**src/logic/oms_pkg.sv**
```systemverilog
// Constants, field layouts and state codes of the oscillator mode select block
`default_nettype none
package oms_pkg;
	// ****************************************
	// Register byte offsets
	// ****************************************
	localparam logic [7:0] OMS_OFF_CFG = 8'h00;
	localparam logic [7:0] OMS_OFF_CTRL = 8'h04;
	localparam logic [7:0] OMS_OFF_STATUS = 8'h08;
	localparam logic [7:0] OMS_OFF_IRQ_STAT = 8'h0c;
	localparam logic [7:0] OMS_OFF_IRQ_CLR = 8'h10;
	localparam logic [7:0] OMS_OFF_IRQ_EN = 8'h14;
	localparam logic [7:0] OMS_OFF_POWER = 8'h18;
	localparam logic [7:0] OMS_OFF_ID = 8'h1c;

	// ****************************************
	// Configuration straps and control fields
	// ****************************************
	localparam int OMS_CFG_W = 7;
	localparam int OMS_CFG_MODE_LSB = 0;
	localparam int OMS_CFG_PWRUP_EN_BIT = 3;
	localparam int OMS_CFG_MULT_EN_BIT = 4;
	localparam int OMS_CFG_CLKOUT_N_BIT = 5;
	localparam int OMS_CFG_FAILMON_BIT = 6;
	localparam int OMS_CTRL_W = 7;
	localparam int OMS_CTRL_SEL_LSB = 0;
	localparam int OMS_CTRL_SOFT_MULT_BIT = 2;
	localparam int OMS_CTRL_GPIO_O_BIT = 3;
	localparam int OMS_CTRL_GPIO_OE_BIT = 4;
	localparam int OMS_CTRL_INT_LSB = 5;
	localparam logic [6:0] OMS_CTRL_RESET = 7'h00;
	localparam int OMS_IRQ_W = 3;
	localparam int OMS_IRQ_STARTUP = 0;
	localparam int OMS_IRQ_FAIL = 1;
	localparam int OMS_IRQ_SWITCH = 2;
	// Identification value is arbitrary
	localparam logic [31:0] OMS_ID_VALUE = 32'h00c1_0c5e;

	// ****************************************
	// Mode field codes
	// ****************************************
	localparam logic [2:0] OMS_MODE_EXT_HI = 3'h7;
	localparam logic [2:0] OMS_MODE_EXT_MID = 3'h6;
	localparam logic [2:0] OMS_MODE_EXT_LO = 3'h5;
	localparam logic [2:0] OMS_MODE_INTERNAL = 3'h4;
	localparam logic [2:0] OMS_MODE_RC = 3'h3;
	localparam logic [2:0] OMS_MODE_XTAL_HI = 3'h2;
	localparam logic [2:0] OMS_MODE_XTAL_MID = 3'h1;
	localparam logic [2:0] OMS_MODE_XTAL_LO = 3'h0;

	// ****************************************
	// Timing
	// ****************************************
	localparam int unsigned OMS_HCLK_PERIOD_PS = 4000;
	localparam int unsigned OMS_FAST_PERIOD_PS = 62500;
	localparam int unsigned OMS_MED_PERIOD_PS = 2000000;
	localparam int unsigned OMS_SLOW_PERIOD_PS = 32258065;
	localparam int unsigned OMS_FAST_DIV = OMS_FAST_PERIOD_PS / OMS_HCLK_PERIOD_PS;
	localparam int unsigned OMS_MED_DIV = OMS_MED_PERIOD_PS / OMS_HCLK_PERIOD_PS;
	localparam int unsigned OMS_SLOW_DIV = OMS_SLOW_PERIOD_PS / OMS_HCLK_PERIOD_PS;
	localparam int unsigned OMS_STARTUP_COUNT = 1024;
	localparam int unsigned OMS_PWRUP_TICKS = 64;
	localparam logic [1:0] OMS_FAIL_TICKS = 2'h2;
	localparam logic [1:0] OMS_CAPTURE_CYCLES = 2'h2;

	// ****************************************
	// Types
	// ****************************************
	typedef enum logic [4:0] {
		OMS_ST_CAPTURE = 5'h01,
		OMS_ST_PWRUP = 5'h02,
		OMS_ST_STARTUP = 5'h04,
		OMS_ST_RUN = 5'h08,
		OMS_ST_SLEEP = 5'h10
	} oms_state_t;
	typedef enum logic [1:0] {
		OMS_SRC_EXT = 2'h0,
		OMS_SRC_T1 = 2'h1,
		OMS_SRC_INT = 2'h2
	} oms_src_t;
endpackage
`default_nettype wire

```
**src/logic/oms_tick_div.sv**
```systemverilog
// Free-running divider that gives one tick pulse every DIV clock cycles
`default_nettype none
module oms_tick_div #(
	parameter int unsigned DIV = 16
) (
	// Clock and reset
	input wire logic hclk,
	input wire logic hresetn,
	input wire logic clk_en,
	// Tick
	output logic tick
);
	localparam int CW = $clog2(DIV + 1);
	localparam logic [CW-1:0] LAST = CW'(DIV - 1);

	logic [CW-1:0] cnt_ff, nxt_cnt;
	logic tick_ff, nxt_tick;

	always_comb begin
		nxt_tick = 1'b0;
		nxt_cnt = cnt_ff + CW'(1);
		if (cnt_ff == LAST) begin
			nxt_cnt = '0;
			nxt_tick = 1'b1;
		end
	end

	always_ff @(posedge hclk or negedge hresetn) begin
		if (!hresetn) begin
			cnt_ff <= '0;
			tick_ff <= 1'b0;
		end else if (clk_en) begin
			cnt_ff <= nxt_cnt;
			tick_ff <= nxt_tick;
		end
	end

	assign tick = tick_ff;
endmodule
`default_nettype wire

```
**src/logic/oms_event_count.sv**
```systemverilog
// Counter of input events that raises done once TARGET events are seen
`default_nettype none
module oms_event_count #(
	parameter int unsigned TARGET = 1024
) (
	// Clock and reset
	input wire logic hclk,
	input wire logic hresetn,
	input wire logic clk_en,
	// Control
	input wire logic clear,
	input wire logic event_in,
	output logic done
);
	localparam int CW = $clog2(TARGET + 1);
	localparam logic [CW-1:0] FULL = CW'(TARGET);

	logic [CW-1:0] cnt_ff, nxt_cnt;
	logic done_ff, nxt_done;

	always_comb begin
		nxt_cnt = cnt_ff;
		if (clear) begin
			nxt_cnt = '0;
		end else if (event_in && cnt_ff != FULL) begin
			nxt_cnt = cnt_ff + CW'(1);
		end
		nxt_done = !clear && nxt_cnt == FULL;
	end

	always_ff @(posedge hclk or negedge hresetn) begin
		if (!hresetn) begin
			cnt_ff <= '0;
			done_ff <= 1'b0;
		end else if (clk_en) begin
			cnt_ff <= nxt_cnt;
			done_ff <= nxt_done;
		end
	end

	assign done = done_ff;
endmodule
`default_nettype wire

```
**src/logic/oms_osc_ctrl.sv**
```systemverilog
// Oscillator mode select, start-up timing, multiplier enable and clock failure monitor
`default_nettype none
module oms_osc_ctrl
	import oms_pkg::*;
#(
	parameter int unsigned FAST_DIV = OMS_FAST_DIV,
	parameter int unsigned MED_DIV = OMS_MED_DIV,
	parameter int unsigned SLOW_DIV = OMS_SLOW_DIV,
	parameter int unsigned STARTUP_COUNT = OMS_STARTUP_COUNT,
	parameter int unsigned PWRUP_TICKS = OMS_PWRUP_TICKS
) (
	// Clock, reset, enable
	input wire logic hclk,
	input wire logic hresetn,
	input wire logic clk_en,
	// AHB-Lite slave
	input wire logic hsel,
	input wire logic [31:0] haddr,
	input wire logic [1:0] htrans,
	input wire logic hwrite,
	input wire logic [2:0] hsize,
	input wire logic [31:0] hwdata,
	input wire logic hready,
	output logic hreadyout,
	output logic hresp,
	output logic [31:0] hrdata,
	// Pins and straps
	input wire logic [OMS_CFG_W-1:0] cfg_strap,
	input wire logic osc_in_pin,
	input wire logic t1osc_in,
	input wire logic wake_in,
	input wire logic osc_out_pin_i,
	output logic osc_out_pin_o,
	output logic osc_out_pin_oe,
	// Core side
	output logic core_hold,
	output logic core_tick,
	output logic [1:0] sys_src,
	output logic multiplier_on,
	output logic [1:0] amp_gain,
	output logic irq
);
	// ****************************************
	// Input synchronisers
	// ****************************************
	localparam int SW = OMS_CFG_W + 4;
	logic [SW-1:0] s1_ff, s2_ff;
	logic [1:0] s3_ff;
	logic osc_edge, t1_edge, wake_s, pin_s;
	logic [OMS_CFG_W-1:0] strap_s;

	always_ff @(posedge hclk or negedge hresetn) begin
		if (!hresetn) begin
			s1_ff <= '0;
			s2_ff <= '0;
			s3_ff <= '0;
		end else if (clk_en) begin
			s1_ff <= {cfg_strap, osc_out_pin_i, wake_in, t1osc_in, osc_in_pin};
			s2_ff <= s1_ff;
			s3_ff <= s2_ff[1:0];
		end
	end

	assign osc_edge = s2_ff[0] && !s3_ff[0];
	assign t1_edge = s2_ff[1] && !s3_ff[1];
	assign wake_s = s2_ff[2];
	assign pin_s = s2_ff[3];
	assign strap_s = s2_ff[SW-1:4];

	// ****************************************
	// Internal sources
	// ****************************************
	localparam int unsigned DIVS [3] = '{FAST_DIV, MED_DIV, SLOW_DIV};
	logic [2:0] int_tick;

	for (genvar g = 0; g < 3; g++) begin : g_int
		oms_tick_div #(.DIV(DIVS[g])) u_div (
			.hclk(hclk),
			.hresetn(hresetn),
			.clk_en(clk_en),
			.tick(int_tick[g])
		);
	end

	// ****************************************
	// Register declarations
	// ****************************************
	oms_state_t state_ff, nxt_state;
	logic [1:0] cap_cnt_ff, nxt_cap_cnt;
	logic [OMS_CFG_W-1:0] cfg_ff, nxt_cfg;
	logic [OMS_CTRL_W-1:0] ctrl_ff, nxt_ctrl;
	logic [OMS_IRQ_W-1:0] irq_stat_ff, nxt_irq_stat, irq_en_ff, nxt_irq_en;
	logic [1:0] mon_cnt_ff, nxt_mon_cnt;
	logic fail_ff, nxt_fail;
	logic wr_pend_ff, nxt_wr_pend;
	logic [7:0] wr_addr_ff, nxt_wr_addr;
	logic [31:0] hrdata_ff, nxt_hrdata;
	logic hready_ff;
	logic hold_ff, nxt_hold, tick_ff, nxt_tick, mult_ff, nxt_mult;
	logic [1:0] src_ff, nxt_src, gain_ff, nxt_gain;
	logic pin_o_ff, nxt_pin_o, pin_oe_ff, nxt_pin_oe, irq_ff, nxt_irq;

	// ****************************************
	// Mode decode
	// ****************************************
	logic [2:0] mode;
	logic is_xtal, is_ext_logic, is_internal;
	logic xtal_cnt_clear, xtal_cnt_done, pwr_clear, pwr_done, start_evt;
	logic [1:0] sel;
	logic [1:0] int_sel;
	logic src_tick;

	assign mode = cfg_ff[OMS_CFG_MODE_LSB +: 3];
	assign is_xtal = mode == OMS_MODE_XTAL_LO || mode == OMS_MODE_XTAL_MID
		|| mode == OMS_MODE_XTAL_HI;
	assign is_ext_logic = mode == OMS_MODE_EXT_HI || mode == OMS_MODE_EXT_MID
		|| mode == OMS_MODE_EXT_LO;
	assign is_internal = mode == OMS_MODE_INTERNAL;
	assign sel = ctrl_ff[OMS_CTRL_SEL_LSB +: 2];
	assign int_sel = ctrl_ff[OMS_CTRL_INT_LSB +: 2];

	// ****************************************
	// Start-up timers
	// ****************************************
	// Both counters are held at zero outside their own state and restart from zero on every entry to it
	oms_event_count #(.TARGET(STARTUP_COUNT)) u_xtal_cnt (
		.hclk(hclk),
		.hresetn(hresetn),
		.clk_en(clk_en),
		.clear(xtal_cnt_clear),
		.event_in(osc_edge),
		.done(xtal_cnt_done)
	);

	oms_event_count #(.TARGET(PWRUP_TICKS)) u_pwrup (
		.hclk(hclk),
		.hresetn(hresetn),
		.clk_en(clk_en),
		.clear(pwr_clear),
		.event_in(int_tick[2]),
		.done(pwr_done)
	);

	assign xtal_cnt_clear = state_ff != OMS_ST_STARTUP;
	assign pwr_clear = state_ff != OMS_ST_PWRUP;

	// ****************************************
	// Sequencer
	// ****************************************
	always_comb begin
		nxt_state = state_ff;
		nxt_cap_cnt = cap_cnt_ff;
		nxt_cfg = cfg_ff;
		start_evt = 1'b0;
		case (state_ff)
			OMS_ST_CAPTURE: begin
				// Straps are read only after they have crossed the synchroniser
				if (cap_cnt_ff == OMS_CAPTURE_CYCLES) begin
					nxt_cfg = strap_s;
					if (strap_s[OMS_CFG_PWRUP_EN_BIT]) begin
						nxt_state = OMS_ST_PWRUP;
					end else if (strap_s[2:0] <= OMS_MODE_XTAL_HI) begin
						nxt_state = OMS_ST_STARTUP;
					end else begin
						nxt_state = OMS_ST_RUN;
						start_evt = 1'b1;
					end
				end else begin
					nxt_cap_cnt = cap_cnt_ff + 2'h1;
				end
			end
			OMS_ST_PWRUP: begin
				if (pwr_done) begin
					nxt_state = is_xtal ? OMS_ST_STARTUP : OMS_ST_RUN;
					start_evt = !is_xtal;
				end
			end
			OMS_ST_STARTUP: begin
				if (xtal_cnt_done || fail_ff) begin
					nxt_state = OMS_ST_RUN;
					start_evt = 1'b1;
				end
			end
			OMS_ST_RUN: begin
				if (wr_pend_ff && wr_addr_ff == OMS_OFF_POWER && hwdata[0]) begin
					nxt_state = OMS_ST_SLEEP;
				end
			end
			OMS_ST_SLEEP: begin
				if (wake_s) begin
					nxt_state = is_xtal ? OMS_ST_STARTUP : OMS_ST_RUN;
					start_evt = !is_xtal;
				end
			end
			default: begin
				nxt_state = OMS_ST_CAPTURE;
			end
		endcase
	end

	always_ff @(posedge hclk or negedge hresetn) begin
		if (!hresetn) begin
			state_ff <= OMS_ST_CAPTURE;
			cap_cnt_ff <= 2'h0;
			cfg_ff <= '0;
		end else if (clk_en) begin
			state_ff <= nxt_state;
			cap_cnt_ff <= nxt_cap_cnt;
			cfg_ff <= nxt_cfg;
		end
	end

	// ****************************************
	// Clock failure monitor and source choice
	// ****************************************
	logic monitoring;
	assign monitoring = cfg_ff[OMS_CFG_FAILMON_BIT] && !is_internal
		&& (state_ff == OMS_ST_RUN || state_ff == OMS_ST_STARTUP);

	always_comb begin
		nxt_mon_cnt = mon_cnt_ff;
		nxt_fail = fail_ff;
		if (osc_edge || !monitoring) begin
			nxt_mon_cnt = 2'h0;
		end else if (int_tick[2] && mon_cnt_ff != OMS_FAIL_TICKS) begin
			nxt_mon_cnt = mon_cnt_ff + 2'h1;
		end
		if (monitoring && mon_cnt_ff == OMS_FAIL_TICKS) begin
			nxt_fail = 1'b1;
		end
		// Fallback only applies while the configured external source is in use
		if (is_internal || sel[1]) begin
			nxt_src = OMS_SRC_INT;
		end else if (sel == 2'h1) begin
			nxt_src = OMS_SRC_T1;
		end else if (fail_ff) begin
			nxt_src = OMS_SRC_INT;
		end else begin
			nxt_src = OMS_SRC_EXT;
		end
		case (src_ff)
			OMS_SRC_EXT: src_tick = osc_edge;
			OMS_SRC_T1: src_tick = t1_edge;
			default: src_tick = int_sel == 2'h0 ? int_tick[0]
				: (int_sel == 2'h1 ? int_tick[1] : int_tick[2]);
		endcase
		nxt_hold = state_ff != OMS_ST_RUN;
		nxt_tick = !nxt_hold && src_tick;
		nxt_mult = cfg_ff[OMS_CFG_MULT_EN_BIT] || ctrl_ff[OMS_CTRL_SOFT_MULT_BIT];
		case (mode)
			OMS_MODE_XTAL_LO: nxt_gain = 2'h1;
			OMS_MODE_XTAL_MID: nxt_gain = 2'h2;
			OMS_MODE_XTAL_HI: nxt_gain = 2'h3;
			default: nxt_gain = 2'h0;
		endcase
		// Crystal modes leave the pin to the amplifier
		nxt_pin_o = pin_o_ff;
		nxt_pin_oe = 1'b0;
		if (!is_xtal && !cfg_ff[OMS_CFG_CLKOUT_N_BIT]) begin
			nxt_pin_oe = 1'b1;
			nxt_pin_o = tick_ff ? !pin_o_ff : pin_o_ff;
		end else if (!is_xtal) begin
			nxt_pin_oe = ctrl_ff[OMS_CTRL_GPIO_OE_BIT];
			nxt_pin_o = ctrl_ff[OMS_CTRL_GPIO_O_BIT];
		end
	end

	always_ff @(posedge hclk or negedge hresetn) begin
		if (!hresetn) begin
			mon_cnt_ff <= 2'h0;
			fail_ff <= 1'b0;
			src_ff <= OMS_SRC_EXT;
			hold_ff <= 1'b1;
			tick_ff <= 1'b0;
			mult_ff <= 1'b0;
			gain_ff <= 2'h0;
			pin_o_ff <= 1'b0;
			pin_oe_ff <= 1'b0;
		end else if (clk_en) begin
			mon_cnt_ff <= nxt_mon_cnt;
			fail_ff <= nxt_fail;
			src_ff <= nxt_src;
			hold_ff <= nxt_hold;
			tick_ff <= nxt_tick;
			mult_ff <= nxt_mult;
			gain_ff <= nxt_gain;
			pin_o_ff <= nxt_pin_o;
			pin_oe_ff <= nxt_pin_oe;
		end
	end

	// ****************************************
	// AHB-Lite register slave
	// ****************************************
	logic addr_valid;
	logic [OMS_IRQ_W-1:0] irq_set, irq_clr;
	assign addr_valid = hsel && htrans[1] && hready;
	assign irq_set = {src_ff != nxt_src, nxt_fail && !fail_ff, start_evt};
	assign irq_clr = (wr_pend_ff && wr_addr_ff == OMS_OFF_IRQ_CLR)
		? hwdata[OMS_IRQ_W-1:0] : '0;

	function automatic logic [31:0] read_mux(input logic [7:0] a);
		logic [31:0] r;
		r = '0;
		case (a)
			OMS_OFF_CFG: r[OMS_CFG_W-1:0] = cfg_ff;
			OMS_OFF_CTRL: r[OMS_CTRL_W-1:0] = ctrl_ff;
			OMS_OFF_STATUS: r[9:0] = {pin_s, fail_ff, mult_ff, gain_ff,
				state_ff == OMS_ST_STARTUP, hold_ff, state_ff == OMS_ST_SLEEP, src_ff};
			OMS_OFF_IRQ_STAT: r[OMS_IRQ_W-1:0] = irq_stat_ff;
			OMS_OFF_IRQ_EN: r[OMS_IRQ_W-1:0] = irq_en_ff;
			OMS_OFF_ID: r = OMS_ID_VALUE;
			default: r = '0;
		endcase
		return r;
	endfunction

	always_comb begin
		nxt_wr_pend = addr_valid && hwrite;
		nxt_wr_addr = addr_valid ? haddr[7:0] : wr_addr_ff;
		nxt_hrdata = (addr_valid && !hwrite) ? read_mux(haddr[7:0]) : '0;
		nxt_ctrl = ctrl_ff;
		nxt_irq_en = irq_en_ff;
		if (wr_pend_ff && wr_addr_ff == OMS_OFF_CTRL) begin
			nxt_ctrl = hwdata[OMS_CTRL_W-1:0];
		end
		if (wr_pend_ff && wr_addr_ff == OMS_OFF_IRQ_EN) begin
			nxt_irq_en = hwdata[OMS_IRQ_W-1:0];
		end
		// A new event beats a clear in the same cycle
		nxt_irq_stat = (irq_stat_ff & ~irq_clr) | irq_set;
		nxt_irq = |(nxt_irq_stat & nxt_irq_en);
	end

	always_ff @(posedge hclk or negedge hresetn) begin
		if (!hresetn) begin
			wr_pend_ff <= 1'b0;
			wr_addr_ff <= 8'h00;
			hrdata_ff <= 32'h0000_0000;
			hready_ff <= 1'b0;
			ctrl_ff <= OMS_CTRL_RESET;
			irq_en_ff <= '0;
			irq_stat_ff <= '0;
			irq_ff <= 1'b0;
		end else if (clk_en) begin
			wr_pend_ff <= nxt_wr_pend;
			wr_addr_ff <= nxt_wr_addr;
			hrdata_ff <= nxt_hrdata;
			hready_ff <= 1'b1;
			ctrl_ff <= nxt_ctrl;
			irq_en_ff <= nxt_irq_en;
			irq_stat_ff <= nxt_irq_stat;
			irq_ff <= nxt_irq;
		end
	end

	// ****************************************
	// Outputs
	// ****************************************
	assign hreadyout = hready_ff;
	assign hresp = 1'b0;
	assign hrdata = hrdata_ff;
	assign osc_out_pin_o = pin_o_ff;
	assign osc_out_pin_oe = pin_oe_ff;
	assign core_hold = hold_ff;
	assign core_tick = tick_ff;
	assign sys_src = src_ff;
	assign multiplier_on = mult_ff;
	assign amp_gain = gain_ff;
	assign irq = irq_ff;
endmodule
`default_nettype wire

```
**config.mk**
```make
export PLATFORM = sky130hd
export DESIGN_NAME = oms_osc_ctrl
export DESIGN_NICKNAME = d
export VERILOG_FILES = /design/src/logic/oms_pkg.sv /design/src/logic/oms_tick_div.sv /design/src/logic/oms_event_count.sv /design/src/logic/oms_osc_ctrl.sv
export SDC_FILE = /design/constraint.sdc
export NUM_CORES = 1
export LEC_CHECK = 0
export ABC_AREA = 1
export BUFFER_PORTS_ARGS = -buffer_cell sky130_fd_sc_hd__buf_2
export CORE_ASPECT_RATIO = 0.75
export CORE_MARGIN = 2
export CORE_UTILIZATION = 52
export CTS_BUF_LIST = sky130_fd_sc_hd__clkbuf_2
export CTS_CLUSTER_SIZE = 8
export DETAILED_ROUTE_END_ITERATION = 10
export PLACE_DENSITY = 0.78
export SETUP_SLACK_MARGIN = 0.02
export SYNTH_ARGS = -nofsm -noshare
export SYNTH_HDL_FRONTEND = slang
export SYNTH_SLANG_ARGS = --single-unit
```
**constraint.sdc**
```tcl
create_clock -name hclk -period 1.7 [get_ports hclk]
set_clock_uncertainty 0.1 [all_clocks]
set_input_delay 0.34 -clock hclk [delete_from_list [all_inputs] [get_ports hclk]]
set_output_delay 0.34 -clock hclk [all_outputs]
set_load 0.03 [all_outputs]
```
==> summary.md, run 1 <==
| Metric | Value |
|---|---|
| Die span in y | `roughly 110 µm` |
| Vias per cell | `roughly 5.5` |
| Pwr dens | `about 980 mW/mm²` |
| Clk buf depth | `2` |
| Clk sink count | `134` |
| Util after Layout | `between 70 and 80%` |
| Worst reg2reg setup slack | `-0.30 ns` |
| Worst setup path start | `u_xtal_cnt.cnt_ff[8]` |
| First-pass GRT wire length | `approximately 32 mm` |
| End point of the critical path | `u_xtal_cnt.done` |
| Mapped Area | `just over 0.007 mm²` |
| CP max FO | `4` |
| CP Capture Type | `flop` |
| Row count | `36` |
| R2R Path End | `u_xtal_cnt.done` |
| CTS tree | `built` |
| WP data arrival | `between 2 and 3 ns` |
| Clock root cell | `clkbuf_2` |
| Initial antenna violation count | `0` |
| Critical path class | `flop to flop` |
| Primary FF master, synth | `dfrtp_1` |
| N_diodes | `0` |
| LEAKAGE | `about 4.8 nW` |
| Final setup fails | `45` |
| GRT Overall Usage | `27.6%` |
| Port Buffers | `58` |
| Setup ws final | `-0.295 ns` |
| Final hold viol count | `0` |
| Total chip power | `approximately 0.0094 W` |
| Nets@finish | `approximately 1,200` |
| Data required, critical path | `about 2.3 ns` |
| DR vias | `just over 7,000` |
| Max Cap Viol | `0` |
| Most common cell in the netlist | `nand2_1` |
| #FFs+latches synth | `134` |
| Mapped Cells | `~900` |
| Yosys warnings | `0` |
| Final worst-path cycle share | `117%` |
| Most common library cells after synthesis | `253 x nand2_1, 132 x dfrtp_1, 117 x inv_1, 99 x o21ai_0, 46 x nor2_1` |
| Post-synth EDFFs | `0` |
| Async S/R FF share, synth | `100%` |
| CTS Buf Count | `17` |
| Avg WL per Cell | `16.4 µm` |
| Sequential area share after synthesis | `47.3%` |
| Post-synth cell types | `between 50 and 60` |
| First DRT Iteration DRCs | `around 720` |
| F_max | `501 MHz` |
| Die ar. | `between 0.01 and 0.015 mm²` |
| Final WL | `between 20 and 25 mm` |
| Slew @ Worst Pin | `between 1 and 1.5 ns` |
| Area share of the largest cell type after synthesis | `46.6%` |
| # DRC | `0` |
| Synth Area per Inst | `around 7.9 µm²` |
| Starting Density | `a little over half` |
| DRT antenna net count | `0` |
| Status | `finished with violations` |
| Total grt overflow | `0` |
| Top post-synthesis cells by area | `dfrtp_1 47%, nand2_1 13%, o21ai_0 7.0%` |
| Hold Path Class | `input pin to flop` |
| Crit path launch type | `flop` |
| Number of cells on the worst reg-to-reg path | `11` |
| RSZ-0062 raised after global routing | `yes` |
| Layout cells sized above 1 | `a little under a third` |
| Slew Limit Fails | `0` |
| Area Overhead vs Synth | `35.6%` |
| Worst reg2reg path startpoint | `u_xtal_cnt.cnt_ff[8]` |
| Vias in the first global route | `around 6,600` |
| Reg clk slew, reported paths | `0.23 ns` |
| Worst skew pair latency | `between 0.7 and 0.8 ns` |
| Largest net degree at the start of global routing | `26` |
| Period minus WS final | `2.00 ns` |
| Max_slew headroom | `between 20 and 30%` |
| Dpl ws | `-0.164 ns` |
| Hpwl dp | `approximately 13 mm` |
| Drt first pass iters | `5` |
| Yosys top cell by area | `dfrtp_1` |
| Worst hold slack | `roughly 0.016 ns` |
| Io pins | `130` |
| Chip width | `139 µm` |
| Failing checks | `setup timing` |
| CORE AREA | `between 0.01 and 0.015 mm²` |
| H-tree depth | `4` |
| VDD IR max | `between 0.9 and 1 mV` |
| RePlAce Congestion | `around 0.9` |
[cells by family after synthesis]
logic type | after synthesis | share of synthesized area (%)
simple gates | 414 | 26.3
buf+inv | 170 | 10.7
compound gates | 165 | 12.9
flops | 134 | 47.3
xor+xnor | 11 | 1.36
fa+ha+maj | 8 | 1.41
other cells | 1 | 0.0529
[sequential cells by signal, indices dropped and copies added (netlist names), 2 cells and up]
signal              cells
g_int.u_div.cnt_ff     26
hrdata                 11
s1_ff                  11
s2_ff                  11
u_xtal_cnt.cnt_ff      11
wr_addr_ff              8
cfg_ff                  7
ctrl_ff                 7
u_pwrup.cnt_ff          7
state_ff                5
g_int.u_div.tick        3
irq_en_ff               3
irq_stat_ff             3
amp_gain                2
cap_cnt_ff              2
mon_cnt_ff              2
s3_ff                   2
sys_src                 2
[worst min path at each step]
stage | startpoint | end | slack (ns) | cells past startpoint
3_5_place_dp | hresetn | g_int[2].u_div.cnt_ff[7] | 0.22 | 1
5_1_grt | htrans[1] | wr_addr_ff[0] | 0.01 | 6
2_1_floorplan | hresetn | amp_gain[0] | -0.06 | 0
4_1_cts | clk_en | u_xtal_cnt.done | 0.002 | 5
6_report | htrans[1] | wr_addr_ff[0] | 0.02 | 6
3_3_place_gp | hresetn | g_int[2].u_div.cnt_ff[7] | 0.22 | 1
[report_power, final]
group | internal [W] | switching, W | total [W] | leakage [nW]
combinational | 0.00131 | 0.00178 | 0.00309 | 2.96
sequential | 0.00376 | 0.000472 | 0.00423 | 1.68
clock | 0.000832 | 0.00129 | 0.00212 | 0.155
[layout make-up]
class                   instances  area [µm²]
fillers                       908        3530
inverters                     123         468
clock inverters                15         173
repair buffers                226        1900
clock buffers                  17        85.1
multi-input cells             618        3420
flip-flops and latches        134        3360
well taps                     171         214
[per-layer routing]
metal / GRT usage, % / part of all wire [%] / vias up
li1: - / - / 3316
met1: 37.4 / 41 / 3366
met2: 43.7 / 47 / 397
met3: 6.00 / 8.6 / 95
met4: 10.6 / 3.7 / 0
met5: 0 / 0 / -
[metrics by stage]
step	TNS (ns)	instances	instance area, µm²
2_1_floorplan	0	920	7160
3_3_place_gp	-0.353	1189	8070
3_5_place_dp	-1.10	1189	8070
4_1_cts	-5.44	1283	9170
5_1_grt	-7.86	1304	9620
6_report	-3.81	1304	9620
[critical path, cell delays in order (launching register included)]
cell and delay [ns]:
dfrtp_2 0.47, buf_4 0.14, nand2_1 0.05, nor2_1 0.27
nand3_1 0.17, nand2_1 0.11, nand2_1 0.08, nand2_1 0.08
nand3_2 0.11, nor3_4 0.21, nand2_1 0.10, nand2_1 0.06
[cells in the final DEF, fill, tap and decap left out, types with 19 or more instances in the layout]
cell type      synthesis  final
nor2_1                46     40
inv_2                  6     19
o21ai_0               99     64
dfrtp_1              132    125
nand4_1               20     20
nand2_2                4     27
a21oi_1               27     23
nand3_1               44     30
nand2_1              253    227
inv_1                117    102
buf_4                 23    119
o21ai_1               10     31
buf_2                  9     32
dlygate4sd3_1          0     32
buf_6                  3     37
[repair_timing]
item                                   in CTS  in global routing
hold buffers                               34                  0
setup buffers                              27                 21
endpoints found under the hold margin     178                  0
gates resized for setup                   102                110
setup endpoints to repair                  49                133
gates cloned                                2                  1
pin swaps                                  33                 34
Note: power is estimated with default switching activity, not from simulation.
==> inputs of run 2 (changes only) <==
- CORE_UTILIZATION: 52 -> 51
- CTS_BUF_LIST: sky130_fd_sc_hd__clkbuf_2 -> sky130_fd_sc_hd__clkbuf_16
- PLACE_DENSITY: 0.78 -> 0.77
- RECOVER_POWER: not set -> 25
- SYNTH_HIERARCHICAL: not set -> 1
==> summary.md, run 2 <==
| Metric | Value |
|---|---|
| CORE AREA | `0.0144 mm² (+9.2%)` |
| Most common cell in the netlist | `nand2_1` |
| Hpwl dp | `12.3 mm (-4.8%)` |
| Total chip power | `0.0111 W (+17%)` |
| Pint | `0.00701 W (+19%)` |
| Final worst-path cycle share | `98.9% (-18 points)` |
| Commonest non-fill, non-tap cell in the layout | `nand2_1` |
| CP max FO | `5 (+1)` |
| Vias in the first global route | `5,988 (-9.4%)` |
| Final WL | `17.8 mm (-16%)` |
| First DRT Iteration DRCs | `678 (-5.3%)` |
| Worst hold slack | `0.0189 ns (+0.00290 ns)` |
| Sw Share | `36.8% (-0.74 points)` |
| Starting Density | `51.8% (-2.1 points)` |
| Chip width | `143 µm (+3.3%)` |
| Mapped Cells | `944 (+4.5%)` |
| Vias per cell | `5.21 (-5.3%)` |
| GRT Overall Usage | `23.1% (-4.5 points)` |
| VDD IR max | `0.951 mV (+2.2%)` |
| Sequential power share | `40.0% (-4.8 points)` |
| Largest Register | `g_int.u_div/cnt_ff` |
| Pwr dens | `1250 mW/mm² (+27%)` |
| CTS tree | `built` |
| RePlAce Congestion | `0.921 (+2.1%)` |
| Worst skew pair latency | `0.42 ns (-0.31 ns)` |
| Drt first pass iters | `5 (unchanged)` |
| Final setup fails | `0 (-100%)` |
| Die span in y | `109 µm (+3.3%)` |
| Data required, critical path | `1.91 ns (-0.39 ns)` |
| Critical path class | `flop to flop` |
| Clk buf depth | `2 (unchanged)` |
| Slew @ Worst Pin | `1.01 ns (-0.0438 ns)` |
| Primary FF master, synth | `dfrtp_1` |
| Clock root cell | `clkbuf_16` |
| Switching power | `0.00408 W (+15%)` |
| Post-synth EDFFs | `0 (unchanged)` |
| CTS Buf Count | `17 (unchanged)` |
| Leading cell types in the layout, fill and taps excluded | `271 x nand2_1, 130 x dfrtp_1, 95 x inv_1, 65 x nor2_1, 63 x nand3_1` |
| DRT antenna net count | `0 (unchanged)` |
| Nets@finish | `1,140 (-6.1%)` |
| Max Cap Viol | `0 (unchanged)` |
| Fill cell count | `1,207 (+33%)` |
| LEAKAGE | `4.56 nW (-4.9%)` |
| Status | `complete, no violations` |
| Sequential area share after synthesis | `45.1% (-2.2 points)` |
| WP data arrival | `1.90 ns (-0.69 ns)` |
| Layout cells sized above 1 | `23.9% (-8.1 points)` |
| Post-synth cell types | `54 (+5.9%)` |
| Most common library cells after synthesis | `278 x nand2_1, 132 x dfrtp_1, 100 x inv_1, 72 x nor2_1, 67 x nand3_1` |
| Row count | `38 (+5.6%)` |
| Max reg flops | `26 (unchanged)` |
| Reg clk slew, reported paths | `0.06 ns (-0.17 ns)` |
| Async S/R FF share, synth | `100% (unchanged)` |
| Die ar. | `0.0156 mm² (+6.7%)` |
| Io pins | `130 (unchanged)` |
| N_diodes | `0 (unchanged)` |
| Clock network power share | `31.4% (+8.9 points)` |
| Final hold viol count | `0 (unchanged)` |
| Clk sink count | `134 (unchanged)` |
| #FFs+latches synth | `134 (unchanged)` |
| F_max | `595 MHz (+19%)` |
| Area share of the largest cell type after synthesis | `44.4% (-2.2 points)` |
| Total grt overflow | `0 (unchanged)` |
| Placed insts | `1,210 (+1.8%)` |
| # DRC | `0 (unchanged)` |
| Port Buffers | `58 (unchanged)` |
| Non-Filler Instances | `1,259 (-3.5%)` |
| Yosys top cell by area | `dfrtp_1` |
| RSZ-0062 raised after global routing | `yes` |
| Avg WL per Cell | `14.2 µm (-13%)` |
| Top post-synthesis cells by area | `dfrtp_1 44%, nand2_1 14%, inv_1 5.0%` |
| Max_slew headroom | `32.4% (+2.9 points)` |
| Logic pwr share | `28.6% (-4.1 points)` |
| First-pass GRT wire length | `28.2 mm (-12%)` |
| Crit path launch type | `flop` |
| Slew Limit Fails | `0 (unchanged)` |
| Area Overhead vs Synth | `19.5%` |
| Mapped Area | `0.00744 mm² (+4.9%)` |
| CP Capture Type | `flop` |
| DR vias | `6,560 (-8.6%)` |
| Period minus WS final | `1.68 ns (-0.313 ns)` |
| Synth Area per Inst | `7.88 µm² (+0.30%)` |
| Initial antenna violation count | `0 (unchanged)` |
| Largest net degree at the start of global routing | `43 (+65%)` |
| H-tree depth | `4 (unchanged)` |
| Hold Path Class | `input pin to flop` |
| Yosys warnings | `6 (+6)` |
## run 2: power groups by stage
stage               Clock (W)  Combinational [W]  Sequential (W)
floorplan                   0            0.00199         0.00445
global placement            0            0.00271         0.00442
detailed placement          0            0.00282         0.00444
CTS                   0.00352            0.00290         0.00440
global route          0.00367            0.00356         0.00452
finish                0.00348            0.00317         0.00443
## run 2: through the flow
stage | setup TNS (ns) | cell area (µm²) | util [%] | worst slack, ns
final | 0 | 8890 | 61.9 | 0.0183
after detailed placement | -0.0145 | 8060 | 56.2 | -0.00796
after global routing | -0.633 | 8890 | 61.9 | -0.131
after global placement | -0.00308 | 8060 | 56.2 | -0.00308
after CTS | 0 | 8650 | 60.3 | 0.0194
after floorplan | 0 | 7500 | - | 0.108
## run 2: path summary, 6_finish.rpt
| kind | start | end | slack (ns) | cells after the start |
|---|---|---|---|---|
| setup reg to reg | u_xtal_cnt/cnt_ff[0] | u_xtal_cnt/done | 0.02 | 10 |
| hold reg to reg | s1_ff[0] | s1_ff[0] | 0.37 | 2 |
| setup / recovery | u_xtal_cnt/cnt_ff[0] | u_xtal_cnt/done | 0.02 | 10 |
| max in group asynchronous | hresetn | hrdata[6] | 0.19 | 3 |
| hold / removal | osc_in_pin | s1_ff[0] | 0.02 | 3 |
| min in group asynchronous | hresetn | amp_gain[0] | 0.53 | 2 |
## run 2: timing repair
action,4_1_cts,5_1_grt
endpoints found under the hold margin,29,0
setup endpoints to repair,7,24
pin swaps,2,20
cloned,1,1
hold buffers,1,0
resized for setup,3,47
setup buffers,1,13
## run 2: critical path, cell delays in order (launching register included)
cell	delay [ns]
dfrtp_1	0.42
ha_1	0.18
nand2_2	0.07
nor2_4	0.18
nand3_2	0.12
nor2_1	0.21
nor2_2	0.06
nand2_1	0.07
nor2_2	0.04
nand3_1	0.08
nand2_1	0.04
## run 2: cell families (layout without fill, tap and decap cells)
| logic type | Yosys count | after routing | share of synthesized area, % |
|---|---|---|---|
| and+or+nand+nor | 512 | 514 | 32.8 |
| xor gates and xnor gates | 6 | 6 | 0.707 |
| adders and majority gates | 8 | 8 | 1.35 |
| other | 1 | 18 | 0.0504 |
| AOI/OAI and AO/OA | 122 | 122 | 9.47 |
| DFF | 134 | 134 | 45.1 |
| buffers and inverters | 154 | 250 | 9.45 |
| muxes | 7 | 7 | 1.04 |
## run 2: area by class of cell
cell class	count	area (µm²)	share of cell area (%)
Clock inverter	15	129	1.45
Multi-Input combinational cell	675	3620	40.7
Sequential cell	134	3360	37.8
Inverter	113	430	4.84
Clock buffer	17	425	4.79
Timing Repair Buffer	105	677	7.62
Tap cell	200	250	2.82
## run 2: routing by layer
layer / vias to the layer above / part of all wire (%) / track usage [%]
li1: 3207 / - / -
met1: 3075 / 47 / 33.4
met2: 243 / 44 / 35.3
met3: 35 / 6.8 / 4.61
met4: 0 / 1.9 / 7.00
met5: - / 0 / 0
==> inputs of run 3 (changes only) <==
- CORE_ASPECT_RATIO: 0.75 -> 1.5
==> summary.md, run 3 (synthesis gave the netlist of run 2 again) <==
| Metric | Value |
|---|---|
| Status | `finished with violations` |
| Failing checks | `setup timing` |
| Leading cell types in the layout, fill and taps excluded | `273 x nand2_1, 127 x dfrtp_1, 97 x inv_1, 64 x nor2_1, 64 x nand3_1` |
| Critical path class | `flop to flop` |
| CP Capture Type | `flop` |
| Worst skew pair latency | `0.42 ns (about the same)` |
| Util after Layout | `62.2% (+0.34 points)` |
| Slew Limit Fails | `0 (unchanged)` |
| Hold Crit Depth | `3 (unchanged)` |
| Row count | `54 (+42%)` |
| CP max FO | `5 (unchanged)` |
| DRT antenna net count | `0 (unchanged)` |
| Port Buffers | `58 (unchanged)` |
| Hpwl dp | `12.4 mm (+1.2%)` |
| Nets@finish | `1,144 (+0.35%)` |
| RePlAce Congestion | `0.914 (-0.77%)` |
| Starting Density | `51.7% (-0.12 points)` |
| First-pass GRT wire length | `28.7 mm (+1.8%)` |
| Max_slew headroom | `26.2% (-6.3 points)` |
| Reg clk slew, reported paths | `0.06 ns (about the same)` |
| Pwr dens | `1260 mW/mm² (+0.78%)` |
| Worst reg2reg setup slack | `-0.03 ns (-0.04 ns)` |
| Max Cap Viol | `0 (unchanged)` |
| Sequential power share | `39.5% (-0.5 points)` |
| CORE AREA | `0.0144 mm² (+0.23%)` |
| Hold path startpoint | `cfg_strap[0]` |
| RSZ-0062 raised after global routing | `yes` |
| Clock network power share | `32.1% (+0.7 points)` |
| Drt first pass iters | `5 (unchanged)` |
| DR vias | `6,511 (-0.75%)` |
| Initial antenna violation count | `0 (unchanged)` |
| Layout cells sized above 1 | `24.6% (+0.76 points)` |
| Total chip power | `0.0113 W (+1.6%)` |
| Fill cell count | `1,210 (+0.25%)` |
| Final WL | `17.4 mm (-2.5%)` |
| Worst path cell trace | `nor2_4, nand3_4, inv_1, buf_4, nand3_2, nor2_2, nand2_1, nor2_2, nand3_1, nand2_1` |
| Vias per cell | `5.17 (-0.75%)` |
| Clk buf depth | `2 (unchanged)` |
| Max reg flops | `26 (unchanged)` |
| Hold Path Class | `input pin to flop` |
| Slew @ Worst Pin | `1.11 ns (+0.0940 ns)` |
| LEAKAGE | `4.59 nW (+0.73%)` |
| F_max | `579 MHz (-2.5%)` |
| Die ar. | `0.0156 mm² (about the same)` |
| Hold path endpoint | `s1_ff[4]` |
| R2R Path End | `u_xtal_cnt/done` |
| Worst hold slack | `0.0176 ns (-0.00133 ns)` |
| Logic pwr share | `28.3% (-0.3 points)` |
| Final worst-path cycle share | `102% (+2.6 points)` |
| Post-route cell area | `0.00896 mm² (+0.77%)` |
| Area Overhead vs Synth | `20.4%` |
| WP data arrival | `1.98 ns (+0.08 ns)` |
| Data required, critical path | `1.95 ns (+0.04 ns)` |
| Crit path launch type | `flop` |
| Final setup fails | `1 (+1)` |
| Largest Register | `g_int.u_div/cnt_ff` |
| Pint | `0.00721 W (+2.9%)` |
| Dpl cell area | `0.00807 mm² (+0.12%)` |
| Cell family with most CP delay | `simple AND/OR/NAND/NOR gates` |
| Chip width | `103 µm (-28%)` |
| Max incr delay on CP | `0.43 ns (about the same)` |
| First DRT Iteration DRCs | `257 (-62%)` |
| Switching power | `0.00405 W (-0.73%)` |
| Vias in the first global route | `6,273 (+4.8%)` |
| Number of cells on the worst reg-to-reg path | `10 (unchanged)` |
| Avg WL per Cell | `13.8 µm (-2.5%)` |
| Worst reg2reg path startpoint | `state_ff[1]` |
| CTS Buf Count | `17 (unchanged)` |
| Clock root cell | `clkbuf_16` |
| CP Buf/Inv Count | `2 (+2)` |
| Sw Share | `36.0% (-0.83 points)` |
| Max stage delay cell, worst path | `dfrtp_1` |
| Largest net degree at the start of global routing | `45 (+4.7%)` |
| Final hold viol count | `0 (unchanged)` |
| VDD IR max | `0.577 mV (-39%)` |
| Setup ws final | `-0.0256 ns (-0.0439 ns)` |
| H-tree depth | `4 (unchanged)` |
| Period minus WS final | `1.73 ns (+0.0439 ns)` |
| Setup TNS | `-0.0256 ns (-0.0256 ns)` |
| Die span in y | `152 µm (+40%)` |
| Clk sink count | `134 (unchanged)` |
| # DRC | `0 (unchanged)` |
| Commonest non-fill, non-tap cell in the layout | `nand2_1` |
| Io pins | `130 (unchanged)` |
| N_diodes | `0 (unchanged)` |
| GRT Overall Usage | `22.9% (-0.17 points)` |
| CTS tree | `built` |
| Total grt overflow | `0 (unchanged)` |
run 3: cell type report:
class / count / area (µm²) / area share (%)
timing repair buffer: 110 / 736 / 8.21
clock inverter: 15 / 155 / 1.73
multi-input combinational: 674 / 3610 / 40.3
tap: 196 / 245 / 2.74
clock buffer: 17 / 425 / 4.75
inverter: 113 / 424 / 4.74
sequential: 134 / 3360 / 37.5
run 3: worst reg2reg max path, delay by kind of cell (launching register included):
kind | cells | cell delay, ns
buffers and inverters | 2 | 0.33
flip-flops | 1 | 0.43
AND/OR/NAND/NOR | 8 | 0.81
run 3: how the worst max path moves through the flow:
stage | from | end | slack [ns] | cells past startpoint
5_1_grt | u_xtal_cnt/cnt_ff[1] | u_xtal_cnt/done | -0.16 | 10
4_1_cts | u_pwrup/cnt_ff[1] | u_pwrup/done | -0.009 | 12
3_5_place_dp | u_pwrup/cnt_ff[0] | u_pwrup/done | -0.05 | 12
3_3_place_gp | u_pwrup/cnt_ff[0] | u_pwrup/done | -0.01 | 12
2_1_floorplan | s3_ff[0] | u_xtal_cnt/done | 0.11 | 10
6_report | state_ff[1] | u_xtal_cnt/done | -0.03 | 10
run 3: repair_timing:
action                                  in CTS  in global routing
setup buffers                                5                 12
endpoints found under the setup margin       7                 21
hold buffers                                 1                  0
endpoints found under the hold margin       37                  0
pin swaps                                    3                 21
resized for setup                            4                 48
gates cloned                                 1                  0
run 3: power groups by stage:
stage	combinational [W]	sequential (W)	clock (W)
finish	0.00319	0.00445	0.00362
floorplan	0.00199	0.00445	0
CTS	0.00292	0.00441	0.00365
detailed placement	0.00284	0.00446	0
global placement	0.00273	0.00443	0
global route	0.00357	0.00453	0.00380
run 3: per-stage QoR:
| step | std cells | setup WS [ns] |
|---|---|---|
| finish | 1259 | -0.0256 |
| global route | 1259 | -0.158 |
| CTS | 1247 | -0.00919 |
| detailed placement | 1208 | -0.0501 |
| global placement | 1208 | -0.0114 |
| floorplan | 961 | 0.108 |
run 3: routing by layer:
metal / share of wire [%] / global-route usage [%] / vias to the layer above
met4: 3.3 / 8.70 / 0
met3: 4.5 / 3.40 / 48
met5: 0 / 0 / -
li1: - / - / 3209
met1: 39 / 26.4 / 3057
met2: 53 / 41.7 / 197
